### src/glyph_attr_pkg.sv
/*
  Shared constants for the glyph and attribute control block:
  address decode codes, control word fields, reset values and timing counts.
  Assumes a single refresh clock of 50 MHz driving the whole block.
*/
package glyph_attr_pkg;

  // ----------------------------------------------------------------
  // Address decode (upper address pair, with the attribute select high)
  // ----------------------------------------------------------------
  localparam logic [1:0] UPPER_POINTER = 2'h0;
  localparam logic [1:0] UPPER_GLYPH = 2'h1;
  localparam logic [1:0] UPPER_CONTROL = 2'h2;
  localparam logic [1:0] UPPER_CHAR = 2'h3;

  // ----------------------------------------------------------------
  // Control word fields
  // ----------------------------------------------------------------
  localparam int BRIGHT_LSB = 0;
  localparam int BRIGHT_MSB = 2;
  localparam int FLASH_EN_BIT = 3;
  localparam int BLINK_BIT = 4;
  localparam int RESULT_BIT = 5;
  localparam int TEST_BIT = 6;
  localparam int CLEAR_BIT = 7;

  // ----------------------------------------------------------------
  // Reset and fill values
  // ----------------------------------------------------------------
  localparam logic [7:0] CONTROL_RESET = 8'h00;
  localparam logic [7:0] SPACE_CODE = 8'h20;
  localparam logic [7:0] FLASH_RESET = 8'h00;
  localparam logic [7:0] FLASH_CLEAR_FILL = 8'hff;
  localparam logic [7:0] POINTER_AFTER_TEST = 8'hff;
  localparam int GLYPH_SLOTS = 16;
  localparam int GLYPH_ROWS = 7;
  localparam int DIGITS = 8;

  // ----------------------------------------------------------------
  // Timing, in refresh clock cycles
  // ----------------------------------------------------------------
  localparam int FLASH_DIVIDE = 28672;
  localparam int SELFTEST_PERIODS = 262144;
  localparam logic [1:0] CLEAR_CYCLES = 2'h3;
  localparam int ROM_CODES = 128;
  localparam int DUTY_PERIOD = 15;

  typedef enum logic [2:0] {
    IDLE = 3'b001,
    CLEARING = 3'b010,
    TESTING = 3'b100
  } op_state_e;

endpackage

### src/glyph_attribute_control_regs.sv
/*
  Register bank of an eight digit dot matrix display controller: glyph
  pointer, custom glyph memory, flash attribute RAM, character RAM and the
  control word with its clear and self-test sequences.
  Assumes host bus pins synchronous to the refresh clock, and an external
  character decoder ROM answering romDots combinationally for romAddr.
*/
`timescale 1ns/1ps
module glyph_attribute_control_regs import glyph_attr_pkg::*; #(
  parameter int FLASH_DIV = FLASH_DIVIDE,
  parameter int SELFTEST_CYCLES = SELFTEST_PERIODS,
  parameter logic [34:0] ROM_EXPECTED_SUM = 35'h0
) (
  // Clock and reset
  input wire logic clock,
  input wire logic rst_b,
  // Host bus
  input wire logic chipSelB,
  input wire logic writeB,
  input wire logic readB,
  input wire logic attribute_ram_select,
  input wire logic [4:0] addr,
  input wire logic [7:0] dataIn,
  output logic [7:0] dataOut,
  output logic dataOeB,
  // Scan readout
  input wire logic [2:0] scanDigit,
  input wire logic [2:0] scanRow,
  output logic scanIsGlyph,
  output logic [6:0] scanCode,
  output logic [4:0] scanGlyphDots,
  // Display drive
  output logic [7:0] digitLit,
  output logic dutyOn,
  output logic testActive,
  output logic testInverse,
  // Decoder ROM test port
  output logic [6:0] romAddr,
  input wire logic [34:0] romDots,
  // Status
  output logic busy
);

  // ----------------------------------------------------------------
  // Declarations
  // ----------------------------------------------------------------
  localparam int TEST_W = $clog2(SELFTEST_CYCLES + 1);
  localparam logic [TEST_W-1:0] TEST_LAST = TEST_W'(SELFTEST_CYCLES - 1);
  localparam logic [TEST_W-1:0] ROM_DONE = TEST_W'(ROM_CODES);
  localparam logic [TEST_W-1:0] PATTERN_SWAP = TEST_W'(ROM_CODES + (SELFTEST_CYCLES - ROM_CODES) / 2);

  typedef enum logic [2:0] {
    T_POINTER = 3'b000,
    T_GLYPH = 3'b001,
    T_CONTROL = 3'b010,
    T_CHAR = 3'b011,
    T_FLASH = 3'b100
  } target_e;

  op_state_e state_ff, nxt_state;
  logic [7:0] control_ff, nxt_control;
  logic [7:0] flashRam_ff, nxt_flashRam;
  logic [7:0] charRam_ff [DIGITS];
  logic [7:0] nxt_charRam [DIGITS];
  logic [1:0] clearCnt_ff, nxt_clearCnt;
  logic [TEST_W-1:0] testCnt_ff, nxt_testCnt;
  logic [34:0] romSum_ff, nxt_romSum;
  logic [7:0] dataOut_ff, nxt_dataOut;
  logic wrActive_ff, rdActive_ff;
  logic [7:0] pointer_ff;
  logic [4:0] glyphMem [GLYPH_SLOTS][GLYPH_ROWS];
  logic scanIsGlyph_ff;
  logic [6:0] scanCode_ff;
  logic [4:0] scanGlyphDots_ff;
  logic [7:0] digitLit_ff, nxt_digitLit;
  logic wrNow, rdNow, wrEdge, rdEdge, phaseOff;
  target_e target;

  // ----------------------------------------------------------------
  // Address decode
  // ----------------------------------------------------------------
  // pointer at upper bits 00
  // glyph rows at upper bits 01
  // attribute select low ignores upper bits
  function automatic target_e decode(input logic sel, input logic [1:0] upper);
    if (!sel) begin
      decode = T_FLASH;
    end else begin
      case (upper)
        UPPER_POINTER: decode = T_POINTER;
        UPPER_GLYPH: decode = T_GLYPH;
        UPPER_CONTROL: decode = T_CONTROL;
        default: decode = T_CHAR;
      endcase
    end
  endfunction

  assign target = decode(attribute_ram_select, addr[4:3]);

  // ----------------------------------------------------------------
  // Bus strobes
  // ----------------------------------------------------------------
  // strobe combinations
  assign wrNow = !chipSelB && !writeB && readB;
  assign rdNow = !chipSelB && !readB && writeB;
  // one access per strobe, taken on its registered leading edge
  // writes during clear or test are ignored; reads are still served
  assign wrEdge = wrNow && !wrActive_ff && (state_ff == IDLE);
  assign rdEdge = rdNow && !rdActive_ff;

  always_ff @(posedge clock or negedge rst_b) begin
    if (!rst_b) begin
      wrActive_ff <= 1'b0;
      rdActive_ff <= 1'b0;
    end else begin
      wrActive_ff <= wrNow;
      rdActive_ff <= rdNow;
    end
  end

  // ----------------------------------------------------------------
  // Glyph pointer and glyph memory (kept over reset)
  // ----------------------------------------------------------------
  always_ff @(posedge clock) begin
    // pointer to all ones at test end
    if (state_ff == TESTING && testCnt_ff == TEST_LAST) begin
      pointer_ff <= POINTER_AFTER_TEST;
    // full byte stored, low nibble used
    end else if (wrEdge && target == T_POINTER) begin
      pointer_ff <= dataIn;
    end
    if (wrEdge && target == T_GLYPH && addr[2:0] < 3'(GLYPH_ROWS)) begin
      glyphMem[pointer_ff[3:0]][addr[2:0]] <= dataIn[4:0];
    end
  end

  // ----------------------------------------------------------------
  // Control, attribute RAM, character RAM and sequencer
  // ----------------------------------------------------------------
  always_comb begin
    nxt_state = state_ff;
    nxt_control = control_ff;
    nxt_flashRam = flashRam_ff;
    nxt_charRam = charRam_ff;
    nxt_clearCnt = clearCnt_ff;
    nxt_testCnt = testCnt_ff;
    nxt_romSum = romSum_ff;
    case (state_ff)
      IDLE: begin
        if (wrEdge) begin
          case (target)
            // whole word replaced; result bit stays read-only
            T_CONTROL: begin
              nxt_control = dataIn;
              nxt_control[RESULT_BIT] = control_ff[RESULT_BIT];
              if (dataIn[TEST_BIT]) begin
                nxt_state = TESTING;
                nxt_testCnt = '0;
                nxt_romSum = '0;
              end else if (dataIn[CLEAR_BIT]) begin
                nxt_state = CLEARING;
                nxt_clearCnt = 2'h1;
              end
            end
            // attribute bit from data bit zero
            T_FLASH: nxt_flashRam[addr[2:0]] = dataIn[0];
            T_CHAR: nxt_charRam[addr[2:0]] = dataIn;
            default: ;
          endcase
        end
      end
      CLEARING: begin
        // three cycles, then bit 7 drops
        if (clearCnt_ff == CLEAR_CYCLES) begin
          nxt_state = IDLE;
          nxt_control[CLEAR_BIT] = 1'b0;
          nxt_flashRam = FLASH_CLEAR_FILL;
          for (int i = 0; i < DIGITS; i++) begin
            nxt_charRam[i] = SPACE_CODE;
          end
        end else begin
          nxt_clearCnt = clearCnt_ff + 2'h1;
        end
      end
      TESTING: begin
        nxt_testCnt = testCnt_ff + 1'b1;
        // fold every ROM output into the checksum
        if (testCnt_ff < ROM_DONE) begin
          nxt_romSum = {romSum_ff[33:0], romSum_ff[34]} ^ romDots;
        end
        if (testCnt_ff == ROM_DONE) begin
          nxt_control[RESULT_BIT] = (romSum_ff == ROM_EXPECTED_SUM);
        end
        if (testCnt_ff == TEST_LAST) begin
          nxt_state = IDLE;
          nxt_control = CONTROL_RESET;
          nxt_control[RESULT_BIT] = control_ff[RESULT_BIT];
          nxt_flashRam = FLASH_RESET;
          for (int i = 0; i < DIGITS; i++) begin
            nxt_charRam[i] = SPACE_CODE;
          end
        end
      end
      default: nxt_state = IDLE;
    endcase
  end

  // reset loads spaces and zeroes flash and control
  always_ff @(posedge clock or negedge rst_b) begin
    if (!rst_b) begin
      state_ff <= IDLE;
      control_ff <= CONTROL_RESET;
      flashRam_ff <= FLASH_RESET;
      for (int i = 0; i < DIGITS; i++) begin
        charRam_ff[i] <= SPACE_CODE;
      end
      clearCnt_ff <= 2'h0;
      testCnt_ff <= '0;
      romSum_ff <= '0;
    end else begin
      state_ff <= nxt_state;
      control_ff <= nxt_control;
      flashRam_ff <= nxt_flashRam;
      charRam_ff <= nxt_charRam;
      clearCnt_ff <= nxt_clearCnt;
      testCnt_ff <= nxt_testCnt;
      romSum_ff <= nxt_romSum;
    end
  end

  // ----------------------------------------------------------------
  // Read path
  // ----------------------------------------------------------------
  always_comb begin
    nxt_dataOut = dataOut_ff;
    if (rdEdge) begin
      case (target)
        T_POINTER: nxt_dataOut = pointer_ff;
        T_GLYPH: nxt_dataOut = {3'h0, glyphMem[pointer_ff[3:0]][addr[2:0]]};
        T_CONTROL: nxt_dataOut = control_ff;
        T_CHAR: nxt_dataOut = charRam_ff[addr[2:0]];
        T_FLASH: nxt_dataOut = {7'h00, flashRam_ff[addr[2:0]]};
        default: nxt_dataOut = 8'h00;
      endcase
    end
  end

  always_ff @(posedge clock or negedge rst_b) begin
    if (!rst_b) begin
      dataOut_ff <= 8'h00;
    end else begin
      dataOut_ff <= nxt_dataOut;
    end
  end

  // Data lags the strobe by one cycle; the bus is driven only while it is held
  assign dataOut = dataOut_ff;
  assign dataOeB = !(rdNow && rdActive_ff);

  // ----------------------------------------------------------------
  // Display timing and digit visibility
  // ----------------------------------------------------------------
  blink_duty_timer #(
    .FLASH_DIV(FLASH_DIV)
  ) u_timer (
    .clock(clock),
    .rst_b(rst_b),
    .brightCode(control_ff[BRIGHT_MSB:BRIGHT_LSB]),
    .phaseOff(phaseOff),
    .dutyOn(dutyOn)
  );

  generate
    for (genvar d = 0; d < DIGITS; d++) begin : g_digit
      always_comb begin
        if (control_ff[BLINK_BIT]) begin
          nxt_digitLit[d] = !phaseOff;
        // without blink, flash only when enabled and flagged
        end else if (control_ff[FLASH_EN_BIT] && flashRam_ff[d]) begin
          nxt_digitLit[d] = !phaseOff;
        end else begin
          nxt_digitLit[d] = 1'b1;
        end
      end
    end
  endgenerate

  // ----------------------------------------------------------------
  // Scan readout and test outputs
  // ----------------------------------------------------------------
  always_ff @(posedge clock or negedge rst_b) begin
    if (!rst_b) begin
      digitLit_ff <= 8'h00;
      scanIsGlyph_ff <= 1'b0;
      scanCode_ff <= 7'h00;
      scanGlyphDots_ff <= 5'h00;
    end else begin
      digitLit_ff <= nxt_digitLit;
      // top bit picks glyph slot or ROM code
      scanIsGlyph_ff <= charRam_ff[scanDigit][7];
      scanCode_ff <= charRam_ff[scanDigit][6:0];
      scanGlyphDots_ff <= charRam_ff[scanDigit][7]
                          ? glyphMem[charRam_ff[scanDigit][3:0]][scanRow] : 5'h00;
    end
  end

  assign digitLit = digitLit_ff;
  assign scanIsGlyph = scanIsGlyph_ff;
  assign scanCode = scanCode_ff;
  assign scanGlyphDots = scanGlyphDots_ff;
  assign romAddr = testCnt_ff[6:0];
  assign testActive = (state_ff == TESTING) && (testCnt_ff >= ROM_DONE);
  assign testInverse = testActive && (testCnt_ff >= PATTERN_SWAP);
  assign busy = (state_ff != IDLE);

endmodule

### src/blink_duty_timer.sv
/*
  Flash and blink phase divider plus brightness duty generator.
  Assumes the refresh clock and an active-low asynchronous reset.
*/
`timescale 1ns/1ps
module blink_duty_timer import glyph_attr_pkg::*; #(
  parameter int FLASH_DIV = FLASH_DIVIDE
) (
  // Clock and reset
  input wire logic clock,
  input wire logic rst_b,
  // Brightness code
  input wire logic [2:0] brightCode,
  // Timing outputs
  output logic phaseOff,
  output logic dutyOn
);

  localparam int DIV_W = $clog2(FLASH_DIV);
  localparam logic [DIV_W-1:0] DIV_LAST = DIV_W'(FLASH_DIV - 1);
  localparam logic [DIV_W-1:0] DIV_HALF = DIV_W'(FLASH_DIV / 2);
  localparam logic [3:0] DUTY_LAST = 4'(DUTY_PERIOD - 1);

  logic [DIV_W-1:0] divCnt_ff, nxt_divCnt;
  logic [3:0] dutyCnt_ff, nxt_dutyCnt;
  logic phaseOff_ff, nxt_phaseOff;
  logic dutyOn_ff, nxt_dutyOn;

  // Lit slots out of fifteen: 100, 80, 53, 40, 27, 20, 13 percent, blank
  function automatic logic [3:0] dutySlots(input logic [2:0] code);
    case (code)
      3'h0: dutySlots = 4'hf;
      3'h1: dutySlots = 4'hc;
      3'h2: dutySlots = 4'h8;
      3'h3: dutySlots = 4'h6;
      3'h4: dutySlots = 4'h4;
      3'h5: dutySlots = 4'h3;
      3'h6: dutySlots = 4'h2;
      default: dutySlots = 4'h0;
    endcase
  endfunction

  always_comb begin
    nxt_divCnt = (divCnt_ff == DIV_LAST) ? '0 : divCnt_ff + 1'b1;
    nxt_phaseOff = (nxt_divCnt >= DIV_HALF);
    nxt_dutyCnt = (dutyCnt_ff == DUTY_LAST) ? 4'h0 : dutyCnt_ff + 4'h1;
    nxt_dutyOn = (nxt_dutyCnt < dutySlots(brightCode));
  end

  always_ff @(posedge clock or negedge rst_b) begin
    if (!rst_b) begin
      divCnt_ff <= '0;
      dutyCnt_ff <= 4'h0;
      phaseOff_ff <= 1'b0;
      dutyOn_ff <= 1'b0;
    end else begin
      divCnt_ff <= nxt_divCnt;
      dutyCnt_ff <= nxt_dutyCnt;
      phaseOff_ff <= nxt_phaseOff;
      dutyOn_ff <= nxt_dutyOn;
    end
  end

  assign phaseOff = phaseOff_ff;
  assign dutyOn = dutyOn_ff;

endmodule

### config.mk
export PLATFORM = sky130hd
export DESIGN_NAME = glyph_attribute_control_regs
export DESIGN_NICKNAME = d
export VERILOG_FILES = /design/src/glyph_attr_pkg.sv /design/src/glyph_attribute_control_regs.sv /design/src/blink_duty_timer.sv
export SDC_FILE = /design/constraint.sdc
export NUM_CORES = 1
export LEC_CHECK = 0
export ABC_AREA = 1
export ABC_CLOCK_PERIOD_IN_PS = 3400
export BUFFER_PORTS_ARGS = -buffer_cell sky130_fd_sc_hd__buf_2
export CAP_MARGIN = 30
export CORE_ASPECT_RATIO = 1.5
export CORE_MARGIN = 2
export CORE_UTILIZATION = 36
export DETAILED_ROUTE_END_ITERATION = 12
export PLACE_DENSITY = 0.57
export SETUP_SLACK_MARGIN = 0.2
export SLEW_MARGIN = 20
export SYNTH_ARGS = -nofsm -noshare
export SYNTH_HDL_FRONTEND = slang
export SYNTH_SLANG_ARGS = --single-unit
### constraint.sdc
create_clock -name clock -period 3.4 [get_ports clock]
set_input_delay 0.17 -clock clock [delete_from_list [all_inputs] [get_ports clock]]
set_output_delay 0.17 -clock clock [all_outputs]
set_load 0.02 [all_outputs]
==> summary.md, run 1 <==
| Metric | Value |
|---|---|
| Status | finished, final reports clean |
| EDFF count, synth | 560 |
| Leak | 16.5 nW |
| Clock tree buffer depth | 3 |
| Top_reg_cell synth | edfxtp_1 |
| DR WL/cell | 24.4 um |
| Via density | 5.79 |
| Post-route ant nets | 0 |
| Critical Path End Type | register |
| Syn Nets | 4,325 |
| Root Driver | clkbuf_16 |
| Setup violators final | 0 |
| Worst Path Arrival | 3.18 ns |
| Largest net degree at the start of global routing | 118 |
| I/O Buffers | 100 |
| Die ar. | 110,000 um2 |
| Number of post-CTS setup repair buffers | 0 |
| Rel. slew slack | 29.4% |
| Initial antenna violation count | 0 |
| Router iterations before antenna repair | 6 |
| WL final | 142 mm |
| Ranking of synthesized cells by area | edfxtp_1, dfrtp_1, nand3_1 |
| Die height | 404 um |
| Crit path max fanout | 7 |
| Register area | 21,900 um2 |
| IR drop worst, VDD | 780 uV |
| Async SR Flop Fraction | 25.0% |
| H-tree levels | 3 |
| Synth unique cells | 54 |
| IO Pins | 101 |
| Area grow syn2layout | 14.8% |
| Vias in the first global route | 33,000 |
| Syn_area_per_cell | 9.04 um2 |
| Crit path required time | 3.70 ns |
| Flops & latches, synth | 763 |
| Most common library cells after synthesis | nand3_1, nand2_1, edfxtp_1, nor2_1, o21ai_0 |
| FILL cells | 10,200 |
| Pre-CTS setup slack | 0.388 ns |
| Grt ovf | 0 |
| Via count | 33,600 |
| HPWL reported at the end of detailed placement | 91.2 mm |
| CTS buffer count | 77 |
| Fmax achieved | 347 MHz |
| Row Count | 146 |
| Post-Route Skew | 0.0304 ns |
| Leading area contributor after synthesis | edfxtp_1 |
| Nets | 4,401 |
| Final WS setup | 0.522 ns |
| Final hold vios | 0 |
| Number of max-slew violations in the final report | 0 |
| Gp weighted congestion | 0.918 |
| Die W | 271 um |
| Final period demand of the worst path | 2.88 ns |
| Sequential fraction of the synthesis area | 56.8% |
| Max_cap viols | 0 |
| Power per standard cell area | 738 nW/um2 |
| Count leader, synth | nand3_1 |
| N_diodes | 0 |
| Synthesized cell area | 38,500 um2 |
| Clk_lat worst skew | 0.68 ns |
| Post-Synthesis Cells | 4,258 |
| CTS sink count | 763 |
| Setup TNS | 0 ns |
| Multi-input gate area | 14,400 um2 |
| YS warnings | 0 |
| Global-route wire length before repair | 209 mm |
| Core ar. | 106,000 um2 |
| Share of layout cells above drive strength 1 | 10.9% |
| Initial Utilization | 36.4% |
| RSZ-0062 raised after global routing | false |
| Worst setup path category | reg2reg |
| Clock Pin Slew Worst Setup and Hold Paths | 0.07 ns |
| Share of the synthesized area in the top cell type | 43.7% |
| Hold_ws | 0.0401 ns |
| Gr usage total | 25.5% |
| Worst Hold Class | in2async |
| Drt drc | 0 |
| Period utilization | 84.7% |
| TritonCTS clock tree | built |
| Worst Max-Slew Pin Slew | 1.06 ns |
| 1st-iter DRT viols | 3,885 |
| Worst Setup Start Kind | register |
==> critical path: stages, from the launching register on <==
cell	delay, ns
dfstp_2	0.60
nand3_2	0.15
nor2_1	0.29
inv_1	0.15
nor4_4	0.15
buf_4	0.28
nand2_1	0.24
buf_4	0.23
nor2_1	0.42
==> metal layers <==
layer	share of wire [%]	track usage, %	routed length (um)
met3	8.2	4.52	11600
met1	37	29.8	51800
met4	7.2	17.2	10100
met5	0	0	0
met2	48	42.6	68000
==> power breakdown <==
group | leakage, nW | switching, W | internal, W
sequential | 7.55 | 0.000735 | 0.0108
combinational | 7.68 | 0.00836 | 0.00358
clock | 1.30 | 0.00383 | 0.00524
total | 16.5 | 0.0129 | 0.0197
==> final timing paths <==
| kind | start | slack [ns] | depth (start not counted) | endpoint |
|---|---|---|---|---|
| hold reg to reg | u_timer.divCnt_ff[0]$_DFF_PN0_ | 0.46 | 1 | u_timer.divCnt_ff[0]$_DFF_PN0_ |
| setup reg to reg | state_ff[0]$_DFFE_PN1P_ | 0.52 | 8 | glyphMem[3][11]$_DFFE_PP_ |
| hold / removal | rst_b | 0.04 | 2 | testCnt_ff[13]$_DFFE_PN0P_ |
| min in group clock | scanRow[2] | 0.06 | 3 | scanGlyphDots[4]$_DFF_PN0_ |
| max in group asynchronous | rst_b | 2.40 | 3 | scanGlyphDots[1]$_DFF_PN0_ |
| setup / recovery | state_ff[0]$_DFFE_PN1P_ | 0.52 | 8 | glyphMem[3][11]$_DFFE_PP_ |
==> sequential cells by signal, indices dropped and copies added (netlist names), named ones only <==
name / cells
state_ff: 3
scanIsGlyph: 1
u_timer.dutyCnt_ff: 4
romSum_ff: 35
dataOut: 8
u_timer.divCnt_ff: 15
control_ff: 8
glyphMem: 560
u_timer.phaseOff: 1
wrActive_ff: 1
scanGlyphDots: 5
pointer_ff: 8
digitLit: 8
u_timer.dutyOn: 1
scanCode: 7
rdActive_ff: 1
flashRam_ff: 8
testCnt_ff: 19
charRam_ff: 64
clearCnt_ff: 2
==> stage by stage <==
step	instance area [um2]	power [W]	std cells	utilization [%]
floorplan	38500	0.0187	4258	-
global placement	41000	0.0233	5609	38.8
detailed placement	41000	0.0234	5609	38.8
CTS	44200	0.0325	5802	41.8
global route	44200	0.0340	5803	41.8
finish	44200	0.0326	5803	41.8
==> timing repair <==
| action | CTS | global route |
|---|---|---|
| hold buffers | 51 | 0 |
| gates resized for setup | 0 | 0 |
| endpoints found under the hold margin | 186 | 0 |
| setup endpoints to repair | 0 | 0 |
==> cell families (layout without fill, tap and decap cells) <==
logic type               after synthesis  after routing  share of synthesized area (%)
AO/OA/AOI/OAI                        813            813                           12.4
multiplexers                           1              1                         0.0260
flip-flops                           763            763                           56.8
buffers and inverters                537            676                           5.87
AND/OR/NAND/NOR                     2125           2125                           24.4
XOR/XNOR                              12             12                          0.273
adder cells (fa/ha/maj)                7              7                          0.228
==> layout by cell type (no fill, tap or decap), types with 10 or more instances in the layout <==
cell	instances
buf_4	123
a31oi_1	16
buf_2	94
a21oi_1	121
nor3_1	33
o21ai_1	11
nor2_1	449
buf_12	34
o21a_1	10
edfxtp_1	560
nor4_1	12
or2_2	47
o211ai_1	95
bufinv_16	10
o221ai_1	63
o21ai_0	401
dfrtp_1	182
o22ai_1	65
clkinv_2	14
nand2_1	696
clkbuf_16	80
clkinv_1	17
dlygate4sd3_1	51
nand3_1	842
nand4_1	11
inv_1	213
clkbuf_1	10
==> layout make-up <==
class / instances / share of cell area [%]
Clock buffer: 98 / 4.85
Sequential cell: 763 / 49.5
Timing Repair Buffer: 304 / 5.90
Multi-Input combinational cell: 2958 / 32.7
Clock inverter: 44 / 1.12
Inverter: 230 / 1.98
Tap cell: 1406 / 3.98
Note: power is estimated with default switching activity, not from simulation.
==> run 2: changes to the inputs <==
--- a/config.mk
+++ b/config.mk
@@ -6,7 +6,7 @@
 export NUM_CORES = 1
 export LEC_CHECK = 0
 export ABC_AREA = 1
-export ABC_CLOCK_PERIOD_IN_PS = 3400
+export ABC_CLOCK_PERIOD_IN_PS = 2850
 export BUFFER_PORTS_ARGS = -buffer_cell sky130_fd_sc_hd__buf_2
 export CAP_MARGIN = 30
 export CORE_ASPECT_RATIO = 1.5
==> constraint.sdc (replaced) <==
create_clock -name clock -period 2.85 [get_ports clock]
set_input_delay 0.1425 -clock clock [delete_from_list [all_inputs] [get_ports clock]]
set_output_delay 0.1425 -clock clock [all_outputs]
set_load 0.02 [all_outputs]
==> run 2 against run 1 <==
  * Global-route usage is 0.46 points higher
  * Sequential cell count stayed put
  * Routed wire length is 3.8% higher
  * Sequential share of layout area is 1.7 points lower
  * Register-to-register slack worse by 0.29 ns
  * Critical path depth is 9 higher
  * Die area stayed put
  * Clock skew is 0.0018 ns lower
  * Cell count is 2.1% higher
  * Sequential power is 19% higher
  * Critical endpoint is now scanGlyphDots[0]$_DFF_PN0_
  * Largest cell class unchanged
  * Highest routed layer is now met5
==> summary.md, run 2 (synthesis results as in run 1) <==
| Metric | Value |
|---|---|
| Status | finished, final reports clean |
| Grt ovf | 0 |
| Post-Route Skew | 0.0285 ns |
| Largest register FFs | 560 |
| Hold Crit Start | dataIn[3] |
| Setup TNS | 0 ns |
| H-tree levels | 3 |
| Worst path top cell family by delay | simple AND/OR/NAND/NOR gates |
| Worst r2r dst | scanGlyphDots[0]$_DFF_PN0_ |
| Worst R2R Setup Slack | 0.23 ns |
| Wire length on met2 | 72.3 mm |
| Die ar. | 110,000 um2 |
| Share of layout cells above drive strength 1 | 14.9% |
| 1st-iter DRT viols | 3,965 |
| Critical R2R Launch | charRam_ff[24]$_DFFE_PN0P_ |
| Post-layout instance area | 45,700 um2 |
| FILL cells | 10,100 |
| Buf/Inv on CP | 3 |
| Sw Pwr | 0.0159 W |
| Rel. slew slack | 28.8% |
| Internal cell power | 0.0243 W |
| Comb pwr share | 38.2% |
| Critical Path End Type | register |
| IO Pins | 101 |
| Period utilization | 92.0% |
| Number of max-slew violations in the final report | 0 |
| Crit-path max cell delay | 0.41 ns |
| Worst Path Arrival | 3.22 ns |
| Hold depth | 3 |
| Largest net degree at the start of global routing | 113 |
| Crit path max fanout | 31 |
| Die W | 271 um |
| Clk_lat worst skew | 0.68 ns |
| Area grow syn2layout | 18.8% |
| Crit path required time | 3.45 ns |
| Worst Max-Slew Pin Slew | 1.07 ns |
| Pre-CTS setup slack | 0.111 ns |
| Design Power | 0.0402 W |
| Final WS setup | 0.229 ns |
| Worst Hold Class | in2reg |
| Area after DPL | 41,800 um2 |
| Slowest cell on crit path | dfrtp_1 |
| Initial Utilization | 36.4% |
| CTS sink count | 763 |
| Die height | 404 um |
| Clk pwr share | 27.6% |
| N_diodes | 0 |
| Worst setup path category | reg2reg |
| WL met3 | 12.3 mm |
| Router iterations before antenna repair | 8 |
| Power per standard cell area | 879 nW/um2 |
| Max_cap viols | 0 |
| Hold EP | pointer_ff[3]$_SDFFE_PP1P_ |
| Initial antenna violation count | 3 |
| Drt drc | 0 |
| Flop pwr share | 34.2% |
| Setup violators final | 0 |
| Worst path cell trace | inv_1 -> nand2_1 -> nand3_1 -> nand3_4 -> nand2_8 -> inv_4 -> buf_12 -> nand2_1 -> nand3_1 -> nand3_1 -> nand3_1 -> nand3_1 -> nand2_1 -> nand2_1 -> nand2_1 -> nand2_1 -> nor2_1 |
| Most frequent CP cell | nand2_1 |
| Gp weighted congestion | 0.928 |
| Root Driver | clkbuf_16 |
| WL final | 147 mm |
| Global-route wire length before repair | 213 mm |
| Worst Setup Start Kind | register |
| TritonCTS clock tree | built |
| Row Count | 146 |
| Worst R2R Path Depth | 17 |
| RSZ-0062 raised after global routing | true |
| Clock tree buffer depth | 3 |
| Via density | 5.80 |
| I/O Buffers | 100 |
| Clock Pin Slew Worst Setup and Hold Paths | 0.06 ns |
| Final period demand of the worst path | 2.62 ns |
| IR drop worst, VDD | 586 uV |
| Most frequent cells in the layout | nand3_1, nand2_1, edfxtp_1 |
| Sw Ratio | 39.6% |
| M1 wire length | 52.2 mm |
| Nets | 4,521 |
| DR WL/cell | 24.8 um |
| Final hold vios | 0 |
| Gr usage total | 25.9% |
| Leak | 17.3 nW |
| Via count | 34,400 |
| Vias in the first global route | 33,700 |
| Fmax achieved | 382 MHz |
| CTS buffer count | 77 |
| Post-route ant nets | 0 |
| Most common cell after layout, fill and taps aside | nand3_1 |
| Core ar. | 106,000 um2 |
| DR top layer | met5 |
| HPWL reported at the end of detailed placement | 95.4 mm |
==> run 2: worst max path at each step <==
stage	cells after the start	slack, ns	from	endpoint
after floorplan	7	0.50	state_ff[0]$_DFFE_PN1P_	glyphMem[0][30]$_DFFE_PP_
after global placement	13	0.11	testCnt_ff[12]$_DFFE_PN0P_	charRam_ff[56]$_DFFE_PN0P_
after detailed placement	16	0.11	scanDigit[0]	scanGlyphDots[0]$_DFF_PN0_
after CTS	8	0.20	state_ff[0]$_DFFE_PN1P_	glyphMem[7][18]$_DFFE_PP_
after global routing	8	0.13	state_ff[0]$_DFFE_PN1P_	glyphMem[1][9]$_DFFE_PP_
final	17	0.23	charRam_ff[24]$_DFFE_PN0P_	scanGlyphDots[0]$_DFF_PN0_
==> run 2: repair_timing <==
item | 4_1_cts | 5_1_grt
setup endpoints to repair | 26 | 358
hold endpoints to repair | 222 | 0
hold buffers | 50 | 0
buffers inserted | 2 | 14
cloned | 0 | 9
pin swaps | 0 | 6
gates resized for setup | 7 | 71
==> run 2: final cells by class <==
class,count,area (um2),share of cell area (%)
Inverter,230,878,1.92
Tap cell,1406,1760,3.85
Clock inverter,53,653,1.43
Timing Repair Buffer,423,3830,8.38
Multi-Input combinational cell,2959,14600,32.0
Sequential cell,763,21900,47.8
Clock buffer,90,2080,4.55
==> run 2: through the flow <==
| stage | utilization [%] | instances | hold slack, ns |
|---|---|---|---|
| after floorplan | - | 4258 | -0.153 |
| after global placement | 39.6 | 5706 | 0.228 |
| after detailed placement | 39.6 | 5706 | 0.227 |
| after CTS | 42.7 | 5901 | 0.00784 |
| after global routing | 43.2 | 5924 | 0.0610 |
| final | 43.2 | 5924 | 0.0418 |
==> run 2: power groups by stage <==
| stage | clock network [W] | registers (W) | logic, W |
|---|---|---|---|
| 4_1_cts | 0.0113 | 0.0137 | 0.0145 |
| 6_report | 0.0111 | 0.0138 | 0.0153 |
| 3_5_place_dp | 0 | 0.0140 | 0.0144 |
| 3_3_place_gp | 0 | 0.0140 | 0.0143 |
| 2_1_floorplan | 0 | 0.0137 | 0.00865 |
| 5_1_grt | 0.0117 | 0.0139 | 0.0163 |
==> run 2: worst min-delay path, cell delays in order <==
cell and delay, ns:
buf_4 0.12, inv_1 0.16, o211ai_1 0.24
==> run 2: routing by layer <==
metal / vias up / global-route usage, %
li1: 15500 / -
met1: 16500 / 29.2
met2: 1929 / 44.8
met3: 504 / 5.10
met4: 6 / 16.4
met5: - / 0
